<file path="config.mk">
export PLATFORM = sky130hd
export DESIGN_NAME = standard_pwm
export DESIGN_NICKNAME = d
export VERILOG_FILES = /design/src/verilog/standard_pwm.v
export VERILOG_INCLUDE_DIRS = /design/src /design/src/inc
export SDC_FILE = /design/constraint.sdc
export NUM_CORES = 1
export LEC_CHECK = 0
export BUFFER_PORTS_ARGS = -buffer_cell sky130_fd_sc_hd__buf_2
export CAP_MARGIN = 20
export CORE_MARGIN = 2
export CORE_UTILIZATION = 61
export DETAILED_ROUTE_END_ITERATION = 6
export PLACE_DENSITY = 0.89
export REMOVE_ABC_BUFFERS = 1
export SETUP_SLACK_MARGIN = 0.3
export SLEW_MARGIN = 20
export SYNTH_ARGS = -nofsm -noshare
export SYNTH_HDL_FRONTEND = slang
export SYNTH_SLANG_ARGS = --single-unit
export TNS_END_PERCENT = 1
</file>
<file path="constraint.sdc">
create_clock -name aclk -period 6.1 [get_ports aclk]
set_input_delay 1.525 -clock aclk [delete_from_list [all_inputs] [get_ports aclk]]
set_output_delay 1.525 -clock aclk [all_outputs]
set_load 0.01 [all_outputs]
</file>
<file path="src/inc/pwm_map.vh">
// Register offsets, field positions, reset values and timing for the PWM
`ifndef PWM_MAP_VH
`define PWM_MAP_VH

// ==========================================================
// Register byte offsets (one aligned 32-bit word each)
`define OFS_PWM_CONTROL 8'h00
`define OFS_DUTY_WRITE 8'h04
`define OFS_DUTY_SHADOW 8'h08
`define OFS_IRQ_ENABLES 8'h0C
`define OFS_IRQ_FLAGS 8'h10
`define OFS_PERIOD_LIMIT 8'h14
`define OFS_TIMER_CONTROL 8'h18
`define OFS_TIMER_COUNT 8'h1C
`define OFS_PIN_DIRECTION 8'h20
`define OFS_PORT_LATCH 8'h24

// ==========================================================
// Field positions
`define MODE_LO 0
`define MODE_HI 3
`define DUTY_LOW_LO 4
`define DUTY_LOW_HI 5
`define PRESCALE_LO 0
`define PRESCALE_HI 1
`define TIMER_RUN_BIT 2
`define POSTSCALE_LO 3
`define POSTSCALE_HI 6
`define TIMER_MATCH_BIT 1
`define PIN_DIR_BIT 0
`define PORT_DATA_BIT 0

// ==========================================================
// Encodings and reset values
`define PWM_MODE_TAG 2'h3
`define PRESCALE_1 2'h0
`define PRESCALE_4 2'h1
`define RST_BYTE 8'h00
`define RST_PERIOD 8'hFF
`define RST_PIN_DIR 8'h01
`define RESP_OKAY 2'h0
`define RESP_SLVERR 2'h2

// ==========================================================
// Timing: system clocks per timer increment at 1:1
`define CLKS_PER_INC 4
`define PRESCALE_MAX 16

`endif

</file>
<file path="src/verilog/standard_pwm.v">
// Standard single-output PWM with timer, period and duty compare
`timescale 1ns/1ps
`include "pwm_map.vh"

module standard_pwm
(
  input wire aclk,
  input wire aresetn,
  input wire [7:0] s_axi_awaddr,
  input wire s_axi_awvalid,
  output wire s_axi_awready,
  input wire [31:0] s_axi_wdata,
  input wire [3:0] s_axi_wstrb,
  input wire s_axi_wvalid,
  output wire s_axi_wready,
  output reg [1:0] s_axi_bresp,
  output reg s_axi_bvalid,
  input wire s_axi_bready,
  input wire [7:0] s_axi_araddr,
  input wire s_axi_arvalid,
  output wire s_axi_arready,
  output reg [31:0] s_axi_rdata,
  output reg [1:0] s_axi_rresp,
  output reg s_axi_rvalid,
  input wire s_axi_rready,
  input wire sleep,
  output reg pwm_out_pin,
  output reg pwm_out_pin_oe
);

  // ==========================================================
  // Register state
  reg [7:0] pwm_control_ff;
  reg [7:0] duty_write_ff;
  reg [7:0] duty_shadow_ff;
  reg [1:0] duty_latch_ff;
  reg [7:0] irq_enables_ff;
  reg [7:0] irq_flags_ff;
  reg [7:0] period_limit_ff;
  reg [7:0] timer_control_ff;
  reg [7:0] timer_count_ff;
  reg [7:0] pin_direction_ff;
  reg [7:0] port_latch_ff;
  reg [5:0] prescale_ff;
  reg [3:0] postscale_ff;
  reg pwm_level_ff;

  // Bus handshake state
  reg aw_got_ff;
  reg w_got_ff;
  reg [7:0] wr_addr_ff;
  reg [7:0] wr_data_ff;
  reg wr_strb_ff;

  wire pwm_mode;
  wire [1:0] pre_sel;
  wire [5:0] pre_last;
  wire [1:0] base_low;
  wire [9:0] time_base;
  wire [9:0] duty_cmp;
  wire [9:0] duty_next;
  wire run;
  wire inc_tick;
  wire period_roll;
  wire post_hit;
  wire do_write;
  wire duty_hit;
  wire rd_hit;

  // Returns true when an offset belongs to the register map
  function mapped;
    input [7:0] a;
    begin
      mapped = (a == `OFS_PWM_CONTROL) || (a == `OFS_DUTY_WRITE) ||
               (a == `OFS_DUTY_SHADOW) || (a == `OFS_IRQ_ENABLES) ||
               (a == `OFS_IRQ_FLAGS) || (a == `OFS_PERIOD_LIMIT) ||
               (a == `OFS_TIMER_CONTROL) || (a == `OFS_TIMER_COUNT) ||
               (a == `OFS_PIN_DIRECTION) || (a == `OFS_PORT_LATCH);
    end
  endfunction

  // Register read multiplexer
  function [7:0] read_mux;
    input [7:0] a;
    begin
      if (a == `OFS_PWM_CONTROL)
        read_mux = pwm_control_ff;
      else if (a == `OFS_DUTY_WRITE)
        read_mux = duty_write_ff;
      else if (a == `OFS_DUTY_SHADOW)
        read_mux = duty_shadow_ff;
      else if (a == `OFS_IRQ_ENABLES)
        read_mux = irq_enables_ff;
      else if (a == `OFS_IRQ_FLAGS)
        read_mux = irq_flags_ff;
      else if (a == `OFS_PERIOD_LIMIT)
        read_mux = period_limit_ff;
      else if (a == `OFS_TIMER_CONTROL)
        read_mux = timer_control_ff;
      else if (a == `OFS_TIMER_COUNT)
        read_mux = timer_count_ff;
      else if (a == `OFS_PIN_DIRECTION)
        read_mux = pin_direction_ff;
      else if (a == `OFS_PORT_LATCH)
        read_mux = port_latch_ff;
      else
        read_mux = 8'h00;
    end
  endfunction

  // ==========================================================
  // Time base
  assign pwm_mode = (pwm_control_ff[`MODE_HI:`MODE_HI-1] == `PWM_MODE_TAG);
  assign pre_sel = timer_control_ff[`PRESCALE_HI:`PRESCALE_LO];

  // Last prescaler count per ratio: 4, 16 or 64 clocks per step
  assign pre_last = (pre_sel == `PRESCALE_1) ? 6'h03 :
                    (pre_sel == `PRESCALE_4) ? 6'h0F : 6'h3F;

  // Low two base bits from clock divider at 1:1, else prescaler
  assign base_low = (pre_sel == `PRESCALE_1) ? prescale_ff[1:0] :
                    (pre_sel == `PRESCALE_4) ? prescale_ff[3:2] :
                    prescale_ff[5:4];
  assign time_base = {timer_count_ff, base_low};
  assign duty_cmp = {duty_shadow_ff, duty_latch_ff};
  assign duty_next = {duty_write_ff,
                      pwm_control_ff[`DUTY_LOW_HI:`DUTY_LOW_LO]};

  // Sleep freezes every counter; run bit gates the timer
  assign run = timer_control_ff[`TIMER_RUN_BIT] && !sleep;
  assign inc_tick = run && (prescale_ff == pre_last);
  assign period_roll = inc_tick &&
                       (timer_count_ff == period_limit_ff);
  assign post_hit = (postscale_ff ==
                     timer_control_ff[`POSTSCALE_HI:`POSTSCALE_LO]);

  // Duty match, true in the cycle the time base reaches the duty value
  assign duty_hit = run && (time_base == duty_cmp);

  // ==========================================================
  // Bus slave handshakes
  assign s_axi_awready = !aw_got_ff && !s_axi_bvalid;
  assign s_axi_wready = !w_got_ff && !s_axi_bvalid;
  assign s_axi_arready = !s_axi_rvalid;
  assign do_write = aw_got_ff && w_got_ff && !s_axi_bvalid;
  assign rd_hit = mapped(s_axi_araddr);

  // Write address and data capture in either order
  always @(posedge aclk)
  begin
    if (!aresetn)
    begin
      aw_got_ff <= 1'b0;
      w_got_ff <= 1'b0;
      wr_addr_ff <= 8'h00;
      wr_data_ff <= 8'h00;
      wr_strb_ff <= 1'b0;
    end
    else
    begin
      if (s_axi_awvalid && s_axi_awready)
      begin
        aw_got_ff <= 1'b1;
        wr_addr_ff <= s_axi_awaddr;
      end
      else if (do_write)
        aw_got_ff <= 1'b0;
      if (s_axi_wvalid && s_axi_wready)
      begin
        w_got_ff <= 1'b1;
        wr_data_ff <= s_axi_wdata[7:0];
        wr_strb_ff <= s_axi_wstrb[0];
      end
      else if (do_write)
        w_got_ff <= 1'b0;
    end
  end

  // Write response follows the performed write
  always @(posedge aclk)
  begin
    if (!aresetn)
    begin
      s_axi_bvalid <= 1'b0;
      s_axi_bresp <= `RESP_OKAY;
    end
    else if (do_write)
    begin
      s_axi_bvalid <= 1'b1;
      s_axi_bresp <= mapped(wr_addr_ff) ? `RESP_OKAY : `RESP_SLVERR;
    end
    else if (s_axi_bready)
      s_axi_bvalid <= 1'b0;
  end

  // Read data one cycle after the address is taken; the mux is
  // evaluated at the edge so it always sees the live registers
  always @(posedge aclk)
  begin
    if (!aresetn)
    begin
      s_axi_rvalid <= 1'b0;
      s_axi_rdata <= 32'h00000000;
      s_axi_rresp <= `RESP_OKAY;
    end
    else if (s_axi_arvalid && s_axi_arready)
    begin
      s_axi_rvalid <= 1'b1;
      s_axi_rdata <= {24'h000000, read_mux(s_axi_araddr)};
      s_axi_rresp <= rd_hit ? `RESP_OKAY : `RESP_SLVERR;
    end
    else if (s_axi_rready)
      s_axi_rvalid <= 1'b0;
  end

  // ==========================================================
  // Plain software registers
  always @(posedge aclk)
  begin
    if (!aresetn)
    begin
      pwm_control_ff <= `RST_BYTE;
      duty_write_ff <= `RST_BYTE;
      irq_enables_ff <= `RST_BYTE;
      period_limit_ff <= `RST_PERIOD;
      timer_control_ff <= `RST_BYTE;
      pin_direction_ff <= `RST_PIN_DIR;
      port_latch_ff <= `RST_BYTE;
    end
    else if (do_write && wr_strb_ff)
    begin
      if (wr_addr_ff == `OFS_PWM_CONTROL)
        pwm_control_ff <= wr_data_ff;
      else if (wr_addr_ff == `OFS_DUTY_WRITE)
        duty_write_ff <= wr_data_ff;
      else if (wr_addr_ff == `OFS_IRQ_ENABLES)
        irq_enables_ff <= wr_data_ff;
      else if (wr_addr_ff == `OFS_PERIOD_LIMIT)
        period_limit_ff <= wr_data_ff;
      else if (wr_addr_ff == `OFS_TIMER_CONTROL)
        timer_control_ff <= wr_data_ff;
      else if (wr_addr_ff == `OFS_PIN_DIRECTION)
        pin_direction_ff <= wr_data_ff;
      else if (wr_addr_ff == `OFS_PORT_LATCH)
        port_latch_ff <= wr_data_ff;
    end
  end

  // ==========================================================
  // Prescaler and timer count; a software timer write restarts the step
  always @(posedge aclk)
  begin
    if (!aresetn)
    begin
      prescale_ff <= 6'h00;
      timer_count_ff <= `RST_BYTE;
    end
    else if (do_write && wr_strb_ff && (wr_addr_ff == `OFS_TIMER_COUNT))
    begin
      prescale_ff <= 6'h00;
      timer_count_ff <= wr_data_ff;
    end
    else if (inc_tick)
    begin
      prescale_ff <= 6'h00;
      if (period_roll)
        timer_count_ff <= 8'h00;
      else
        timer_count_ff <= timer_count_ff + 8'h01;
    end
    else if (run)
      prescale_ff <= prescale_ff + 6'h01;
  end

  // Postscaler counts period matches and paces only the flag;
  // a software timer write restarts it so a new setting starts clean
  always @(posedge aclk)
  begin
    if (!aresetn)
      postscale_ff <= 4'h0;
    else if (do_write && wr_strb_ff && (wr_addr_ff == `OFS_TIMER_COUNT))
      postscale_ff <= 4'h0;
    else if (period_roll)
      postscale_ff <= post_hit ? 4'h0 : postscale_ff + 4'h1;
  end

  // Match flag: hardware set wins over a software write
  always @(posedge aclk)
  begin
    if (!aresetn)
      irq_flags_ff <= `RST_BYTE;
    else
    begin
      if (do_write && wr_strb_ff && (wr_addr_ff == `OFS_IRQ_FLAGS))
        irq_flags_ff <= wr_data_ff;
      if (period_roll && post_hit)
        irq_flags_ff[`TIMER_MATCH_BIT] <= 1'b1;
    end
  end

  // ==========================================================
  // Duty shadow: loaded at each period boundary, locked in PWM mode
  always @(posedge aclk)
  begin
    if (!aresetn)
    begin
      duty_shadow_ff <= `RST_BYTE;
      duty_latch_ff <= 2'h0;
    end
    else if (period_roll)
    begin
      duty_shadow_ff <= duty_next[9:2];
      duty_latch_ff <= duty_next[1:0];
    end
    else if (do_write && wr_strb_ff && !pwm_mode &&
             (wr_addr_ff == `OFS_DUTY_SHADOW))
      duty_shadow_ff <= wr_data_ff;
  end

  // Output level: set at period start unless the duty is zero, cleared on duty match
  always @(posedge aclk)
  begin
    if (!aresetn)
      pwm_level_ff <= 1'b0;
    else if (!pwm_mode)
      pwm_level_ff <= 1'b0;
    else if (period_roll)
      pwm_level_ff <= (duty_next != 10'h000);
    else if (duty_hit)
      pwm_level_ff <= 1'b0;
  end

  // Pin drive: PWM level in PWM mode, otherwise the port latch;
  // a duty match drops the pin at once so high time equals the duty
  always @(posedge aclk)
  begin
    if (!aresetn)
    begin
      pwm_out_pin <= 1'b0;
      pwm_out_pin_oe <= 1'b0;
    end
    else
    begin
      pwm_out_pin <= pwm_mode ? (pwm_level_ff && !duty_hit) :
                     port_latch_ff[`PORT_DATA_BIT];
      pwm_out_pin_oe <= !pin_direction_ff[`PIN_DIR_BIT];
    end
  end

endmodule // standard_pwm

</file>
==> impl_metrics.env, run 1 <==
export IMPL_run_status="complete, no violations"
export IMPL_period_share=0.5288
export IMPL_slew_headroom=0.3485
export IMPL_syn_cell_area_um2=6472
export IMPL_p_switching_uw=489.5
export IMPL_ir_worst_vdd_uv=212.7
export IMPL_worst_slew_pin_slew_ns=0.9752
export IMPL_overflow=0
export IMPL_hp_start="irq_enables_ff[6]$_SDFFE_PN0P_"
export IMPL_vias=5944
export IMPL_fp_row_count=37
export IMPL_cts_buffers=17
export IMPL_htreeDepth=4
export IMPL_r2r_end="postscale_ff[3]$_SDFFE_PP0P_"
export IMPL_combPwrFrac=0.057
export IMPL_cts_reportedPaths_clkPinSlew_ns=0.06
export IMPL_drt_first_pass_iters=5
export IMPL_synth_edf_count=0
export IMPL_clkPwrFrac=0.518
export IMPL_cap_violations=0
export IMPL_layout_drive_gt1_share=0.1261
export IMPL_synth_seq_cells=126
export IMPL_cts_sink_count=126
export IMPL_hp_class="flip-flop to flip-flop"
export IMPL_final_cell_mix="dfxtp_1 (126), nor2_1 (89), nand2_1 (82)"
export IMPL_grt_total_usage=0.3331
export IMPL_r2r_start="timer_count_ff[5]$_SDFFE_PN0P_"
export IMPL_finish_net_count=852
export IMPL_cellPowerDensity_nw_per_um2=280.6
export IMPL_min_path_cells=2
export IMPL_die_h_um=107.0
export IMPL_path_max_fanout=31
export IMPL_seq_area_frac_synth=0.3897
export IMPL_internal_power_uw=1535
export IMPL_clk_latency_ns=0.54
export IMPL_cp_required_ns=6.55
export IMPL_async_flop_share=0
export IMPL_skew_ns=0.008760
export IMPL_drt_wl_total_um=18250
export IMPL_drv_slew=0
export IMPL_clk_root_buffer_cell="clkbuf_8"
export IMPL_ys_types=61
export IMPL_gp_congestion=0.8985
export IMPL_p_leak_uw=0.002965
export IMPL_hpwlAfterDp_um=12260
export IMPL_cts_hold_buf=0
export IMPL_yosys_most_used_dff="dfxtp_1"
export IMPL_cts_tree="built"
export IMPL_final_antenna_net_count=0
export IMPL_clock_fmax_mhz=310.0
export IMPL_cp_data_arrival_time_ns=3.68
export IMPL_reg2reg_slack_ns=3.47
export IMPL_ctsResizeCount=0
export IMPL_coreArea_um2=10320
export IMPL_sw_frac_of_total=0.2418
export IMPL_r2r_worst_path_cells=5
export IMPL_period_minus_slack_ns=3.226
export IMPL_whs_ns=0.4610
export IMPL_diodes=0
export IMPL_dieArea_um2=11450
export IMPL_initial_utilization=0.6270
export IMPL_synthCells=771
export IMPL_grt_start_max_net_pins=91
export IMPL_ioPinCount=103
export IMPL_cp_end_kind="flip-flop"
export IMPL_antenna_found_initial=0
export IMPL_timing_final_hold_violations=0
export IMPL_drt_vias_per_instance=6.344
export IMPL_crit_type="input pin to flip-flop"
export IMPL_post_cts_buffers=0
export IMPL_grt_pass1_vias=5681
export IMPL_min_to="irq_enables_ff[6]$_SDFFE_PN0P_"
export IMPL_final_common_cell="dfxtp_1"
export IMPL_syn_to_final_growth_pct=11.48
export IMPL_post_drt_wl_per_cell_um=19.47
export IMPL_syn_avg_cell_area_um2=8.395
export IMPL_final_setup_tns_ns=0
export IMPL_startpoint_type="input pin"
export IMPL_die_x_um=107.0
export IMPL_max_clock_path_buffers=2
export IMPL_io_buffers=49
export IMPL_p_seq_frac=0.425
export IMPL_grt_pass1_wl_um=29290
export IMPL_setup_viol=0
export IMPL_drc_errors=0
export IMPL_drtIter0Drc=643
export IMPL_rsz0062_at_grt="false"
export IMPL_yosysWarnings=0
## per-stage QoR
step / setup slack, ns / cell area (um2) / total power, uW / util / cells
after floorplan: 2.827 / 6175 / 931.7 / - / 719
after global placement: 2.447 / 6605 / 981.9 / 0.6398 / 906
after detailed placement: 2.442 / 6605 / 986.6 / 0.6398 / 906
after CTS: 2.953 / 7211 / 2025 / 0.6985 / 937
after global routing: 2.695 / 7216 / 2084 / 0.6989 / 937
final: 2.874 / 7216 / 2025 / 0.6989 / 937
## sequential cells by signal (all words and copies together), names as in the netlist, 4 cells and up
name              cells
pwm_control_ff        8
postscale_ff          4
timer_control_ff      8
period_limit_ff       8
irq_enables_ff        8
timer_count_ff        8
port_latch_ff         8
irq_flags_ff          8
duty_shadow_ff        8
wr_data_ff            8
pin_direction_ff      8
duty_write_ff         8
prescale_ff           6
s_axi_rdata           8
wr_addr_ff            8
## power groups by stage
| stage | Combinational [uW] | Sequential (uW) | Clock [uW] |
|---|---|---|---|
| 5_1_grt | 126 | 862 | 1100 |
| 2_1_floorplan | 65.0 | 867 | 0 |
| 3_5_place_dp | 110 | 877 | 0 |
| 3_3_place_gp | 107 | 875 | 0 |
| 4_1_cts | 111 | 859 | 1050 |
| 6_report | 115 | 861 | 1050 |
## how the worst max path moves through the flow
stage               startpoint                          end  depth (start not counted)
6_report       s_axi_araddr[3]  s_axi_rdata[1]$_SDFFE_PN0P_                          6
5_1_grt        s_axi_araddr[3]  s_axi_rdata[1]$_SDFFE_PN0P_                          6
4_1_cts        s_axi_araddr[3]  s_axi_rdata[6]$_SDFFE_PN0P_                          6
3_5_place_dp   s_axi_araddr[3]  s_axi_rdata[6]$_SDFFE_PN0P_                          6
3_3_place_gp   s_axi_araddr[3]  s_axi_rdata[6]$_SDFFE_PN0P_                          6
2_1_floorplan  s_axi_araddr[1]  s_axi_rdata[2]$_SDFFE_PN0P_                          5
## per-layer routing
metal / global-route usage / wire length (um) / part of all wire
met2: 0.5364 / 8705 / 0.48
met3: 0.09301 / 1759 / 0.096
met1: 0.4234 / 7218 / 0.40
met4: 0.1317 / 563 / 0.031
met5: 0 / 0 / 0
## worst max-delay path: stages
cell and delay [ns]:
buf_2 0.54, nand2b_1 0.21, nor3_1 0.58, o21ai_0 0.34, and3_1 0.26, a211oi_1 0.22
## cell families after synthesis
family,share of synthesized area
simple gates,0.2128
mux,0.1324
compound gates,0.1550
flops,0.3897
buf+inv,0.06573
xor+xnor,0.03789
other cells,0.0005794
fa+ha+maj,0.005800
## layout make-up
type	count	area, um2
Clock buffer	18	417.9
Clock inverter	13	187.7
Fill cell	809	3108
Inverter	9	33.78
Multi-Input combinational cell	584	3623
Sequential cell	126	2522
Tap cell	136	170.2
Timing Repair Buffer	51	260.3
## cell usage after synthesis (2+ instances only)
library cell | instances | area share
dfxtp_1 | 126 | 0.39
nor2_1 | 91 | 0.053
nand2_1 | 82 | 0.048
mux2i_1 | 80 | 0.12
a21oi_1 | 50 | 0.039
clkbuf_1 | 42 | 0.024
o21ai_0 | 38 | 0.029
nand3_1 | 28 | 0.022
buf_4 | 26 | 0.030
xor2_1 | 21 | 0.028
a31oi_1 | 13 | 0.013
nand2b_1 | 13 | 0.013
nor3_1 | 13 | 0.010
a211oi_1 | 12 | 0.014
and3_1 | 8 | 0.0077
inv_1 | 8 | 0.0046
nor2b_1 | 8 | 0.0077
and2_1 | 7 | 0.0068
nand4_1 | 7 | 0.0068
o22ai_1 | 7 | 0.0068
xnor2_1 | 7 | 0.0095
a32oi_1 | 6 | 0.0081
buf_1 | 5 | 0.0029
nand4b_1 | 5 | 0.0068
nor4_1 | 5 | 0.0048
a22oi_1 | 4 | 0.0046
buf_2 | 4 | 0.0031
o2bb2ai_1 | 4 | 0.0054
ha_1 | 3 | 0.0058
mux2_2 | 3 | 0.0052
o211ai_1 | 3 | 0.0035
o221ai_1 | 3 | 0.0041
or3_1 | 3 | 0.0029
or3b_2 | 3 | 0.0041
nor4_4 | 2 | 0.0066
nor4b_1 | 2 | 0.0027
o21ai_1 | 2 | 0.0015
o221a_2 | 2 | 0.0035
o31ai_1 | 2 | 0.0023
or2_2 | 2 | 0.0019
(Power assumes the default switching activity.)
==> inputs of run 2 (changes only) <==
--- a/config.mk
+++ b/config.mk
@@ -9,9 +9,9 @@
 export BUFFER_PORTS_ARGS = -buffer_cell sky130_fd_sc_hd__buf_2
 export CAP_MARGIN = 20
 export CORE_MARGIN = 2
-export CORE_UTILIZATION = 61
+export CORE_UTILIZATION = 57
 export DETAILED_ROUTE_END_ITERATION = 6
-export PLACE_DENSITY = 0.89
+export PLACE_DENSITY = 0.84
 export REMOVE_ABC_BUFFERS = 1
 export SETUP_SLACK_MARGIN = 0.3
 export SLEW_MARGIN = 20
==> constraint.sdc (replaced) <==
create_clock -name aclk -period 3.2 [get_ports aclk]
set_input_delay 0.8 -clock aclk [delete_from_list [all_inputs] [get_ports aclk]]
set_output_delay 0.8 -clock aclk [all_outputs]
set_load 0.01 [all_outputs]
==> impl_metrics.env, run 2 (same netlist as run 1, synthesis figures left out) <==
export IMPL_grt_start_max_net_pins=91
export IMPL_ir_worst_vdd_uv=398.1
export IMPL_io_buffers=49
export IMPL_grt_total_usage=0.2970
export IMPL_drv_slew=0
export IMPL_drt_wl_total_um=18060
export IMPL_layout_drive_gt1_share=0.1385
export IMPL_rsz0062_at_grt="false"
export IMPL_startpoint_type="flip-flop"
export IMPL_drtIter0Drc=554
export IMPL_finish_net_count=867
export IMPL_gr_max_usage_layer="met2"
export IMPL_drt_first_pass_iters=5
export IMPL_die_x_um=110.6
export IMPL_cts_sink_count=126
export IMPL_path_max_fanout=12
export IMPL_slew_headroom=0.5501
export IMPL_drt_vias_per_instance=6.128
export IMPL_grt_pass1_wl_um=29030
export IMPL_post_cts_buffers=0
export IMPL_r2r_start="w_got_ff$_SDFFE_PN0P_"
export IMPL_initial_utilization=0.5893
export IMPL_cp_end_kind="flip-flop"
export IMPL_final_antenna_net_count=0
export IMPL_gp_congestion=1.007
export IMPL_setup_worst_path_start="w_got_ff$_SDFFE_PN0P_"
export IMPL_die_h_um=110.6
export IMPL_coreArea_um2=10980
export IMPL_ctsResizeCount=0
export IMPL_antenna_found_initial=0
export IMPL_ioPinCount=103
export IMPL_cellPowerDensity_nw_per_um2=524.0
export IMPL_vias=5858
export IMPL_worst_slew_pin_slew_ns=0.6740
export IMPL_crit_type="flip-flop to flip-flop"
export IMPL_run_status="complete, no violations"
export IMPL_syn_to_final_growth_pct=13.57
export IMPL_hp_start="pin_direction_ff[0]$_SDFFE_PN1P_"
export IMPL_hp_class="flip-flop to flip-flop"
export IMPL_cts_buffers=17
export IMPL_post_drt_wl_per_cell_um=18.89
export IMPL_cts_reportedPaths_clkPinSlew_ns=0.05
export IMPL_period_minus_slack_ns=2.358
export IMPL_cap_violations=0
export IMPL_cp_required_ns=3.54
export IMPL_final_setup_tns_ns=0
export IMPL_final_cell_mix="dfxtp_1 (126), nor2_1 (91), nand2_1 (82)"
export IMPL_skew_ns=0.008299
export IMPL_cts_hold_buf=0
export IMPL_overflow=0
export IMPL_drc_errors=0
export IMPL_hpwlAfterDp_um=12380
export IMPL_period_share=0.7369
export IMPL_clk_latency_ns=0.42
export IMPL_clk_root_buffer_cell="clkbuf_16"
export IMPL_max_clock_path_buffers=2
export IMPL_cp_data_arrival_time_ns=2.69
export IMPL_grtUsageMet2=0.4769
export IMPL_fp_row_count=38
export IMPL_use_met1=0.3826
export IMPL_dieArea_um2=12220
export IMPL_design_area_um2=7351
export IMPL_clock_fmax_mhz=424.1
export IMPL_p_leak_uw=0.003059
export IMPL_timing_final_hold_violations=0
export IMPL_setup_viol=0
export IMPL_grt_pass1_vias=5609
export IMPL_cts_tree="built"
export IMPL_htreeDepth=4
export IMPL_placed_area_um2=6735
export IMPL_final_common_cell="dfxtp_1"
export IMPL_grt_use_met3=0.06861
export IMPL_diodes=0
[run 2: changes by cell type in the layout (fill, tap and decap cells not counted), sizes merged]
cell and delta:
buf +15, bufinv -2, clkbuf +9, clkinv -2, clkinvlp -2, inv -3
[run 2: area by class of cell]
class                           count  area [um2]
Inverter                            9       33.78
Timing Repair Buffer               66       385.4
Clock inverter                      4       72.57
Fill cell                         865        3632
Tap cell                          140       175.2
Sequential cell                   126        2522
Multi-Input combinational cell    584        3618
Clock buffer                       27       543.0
[run 2: metal layers]
layer	vias up	part of all wire
li1	2741	-
met1	2744	0.40
met2	321	0.47
met3	52	0.097
met4	0	0.032
met5	-	0
[run 2: power by group]
part           total [uW]  internal (uW)  switching (uW)
registers            1640           1590            49.4
logic                 227           77.2             150
clock network        1980           1310             677
total                3850           2980             876
[run 2: path summary, 6_finish.rpt]
path	cells past startpoint	slack (ns)	to
max	5	0.84	duty_shadow_ff[7]$_SDFFE_PN0P_
min	1	0.46	pwm_out_pin_oe$_SDFF_PN0_
max reg2reg	5	0.84	duty_shadow_ff[7]$_SDFFE_PN0P_
min reg2reg	1	0.46	pwm_out_pin_oe$_SDFF_PN0_
[run 2: through the flow]
stage	utilization	hold WS (ns)	total power, uW	cells	setup slack (ns)
after detailed placement	0.6132	0.4413	1894	925	0.5460
after floorplan	-	0.4122	1776	719	0.6522
after CTS	0.6693	0.4553	3847	956	0.8998
after global routing	0.6693	0.4840	3960	956	0.7004
after global placement	0.6132	0.4331	1884	925	0.6109
final	0.6693	0.4575	3852	956	0.8418
[run 2: worst max-delay path: stages, from the launching register on]
cell and delay (ns):
dfxtp_1 0.41, nor4bb_1 0.36, and2_1 0.42, nand3_1 0.54, mux2i_1 0.27, a211oi_1 0.26
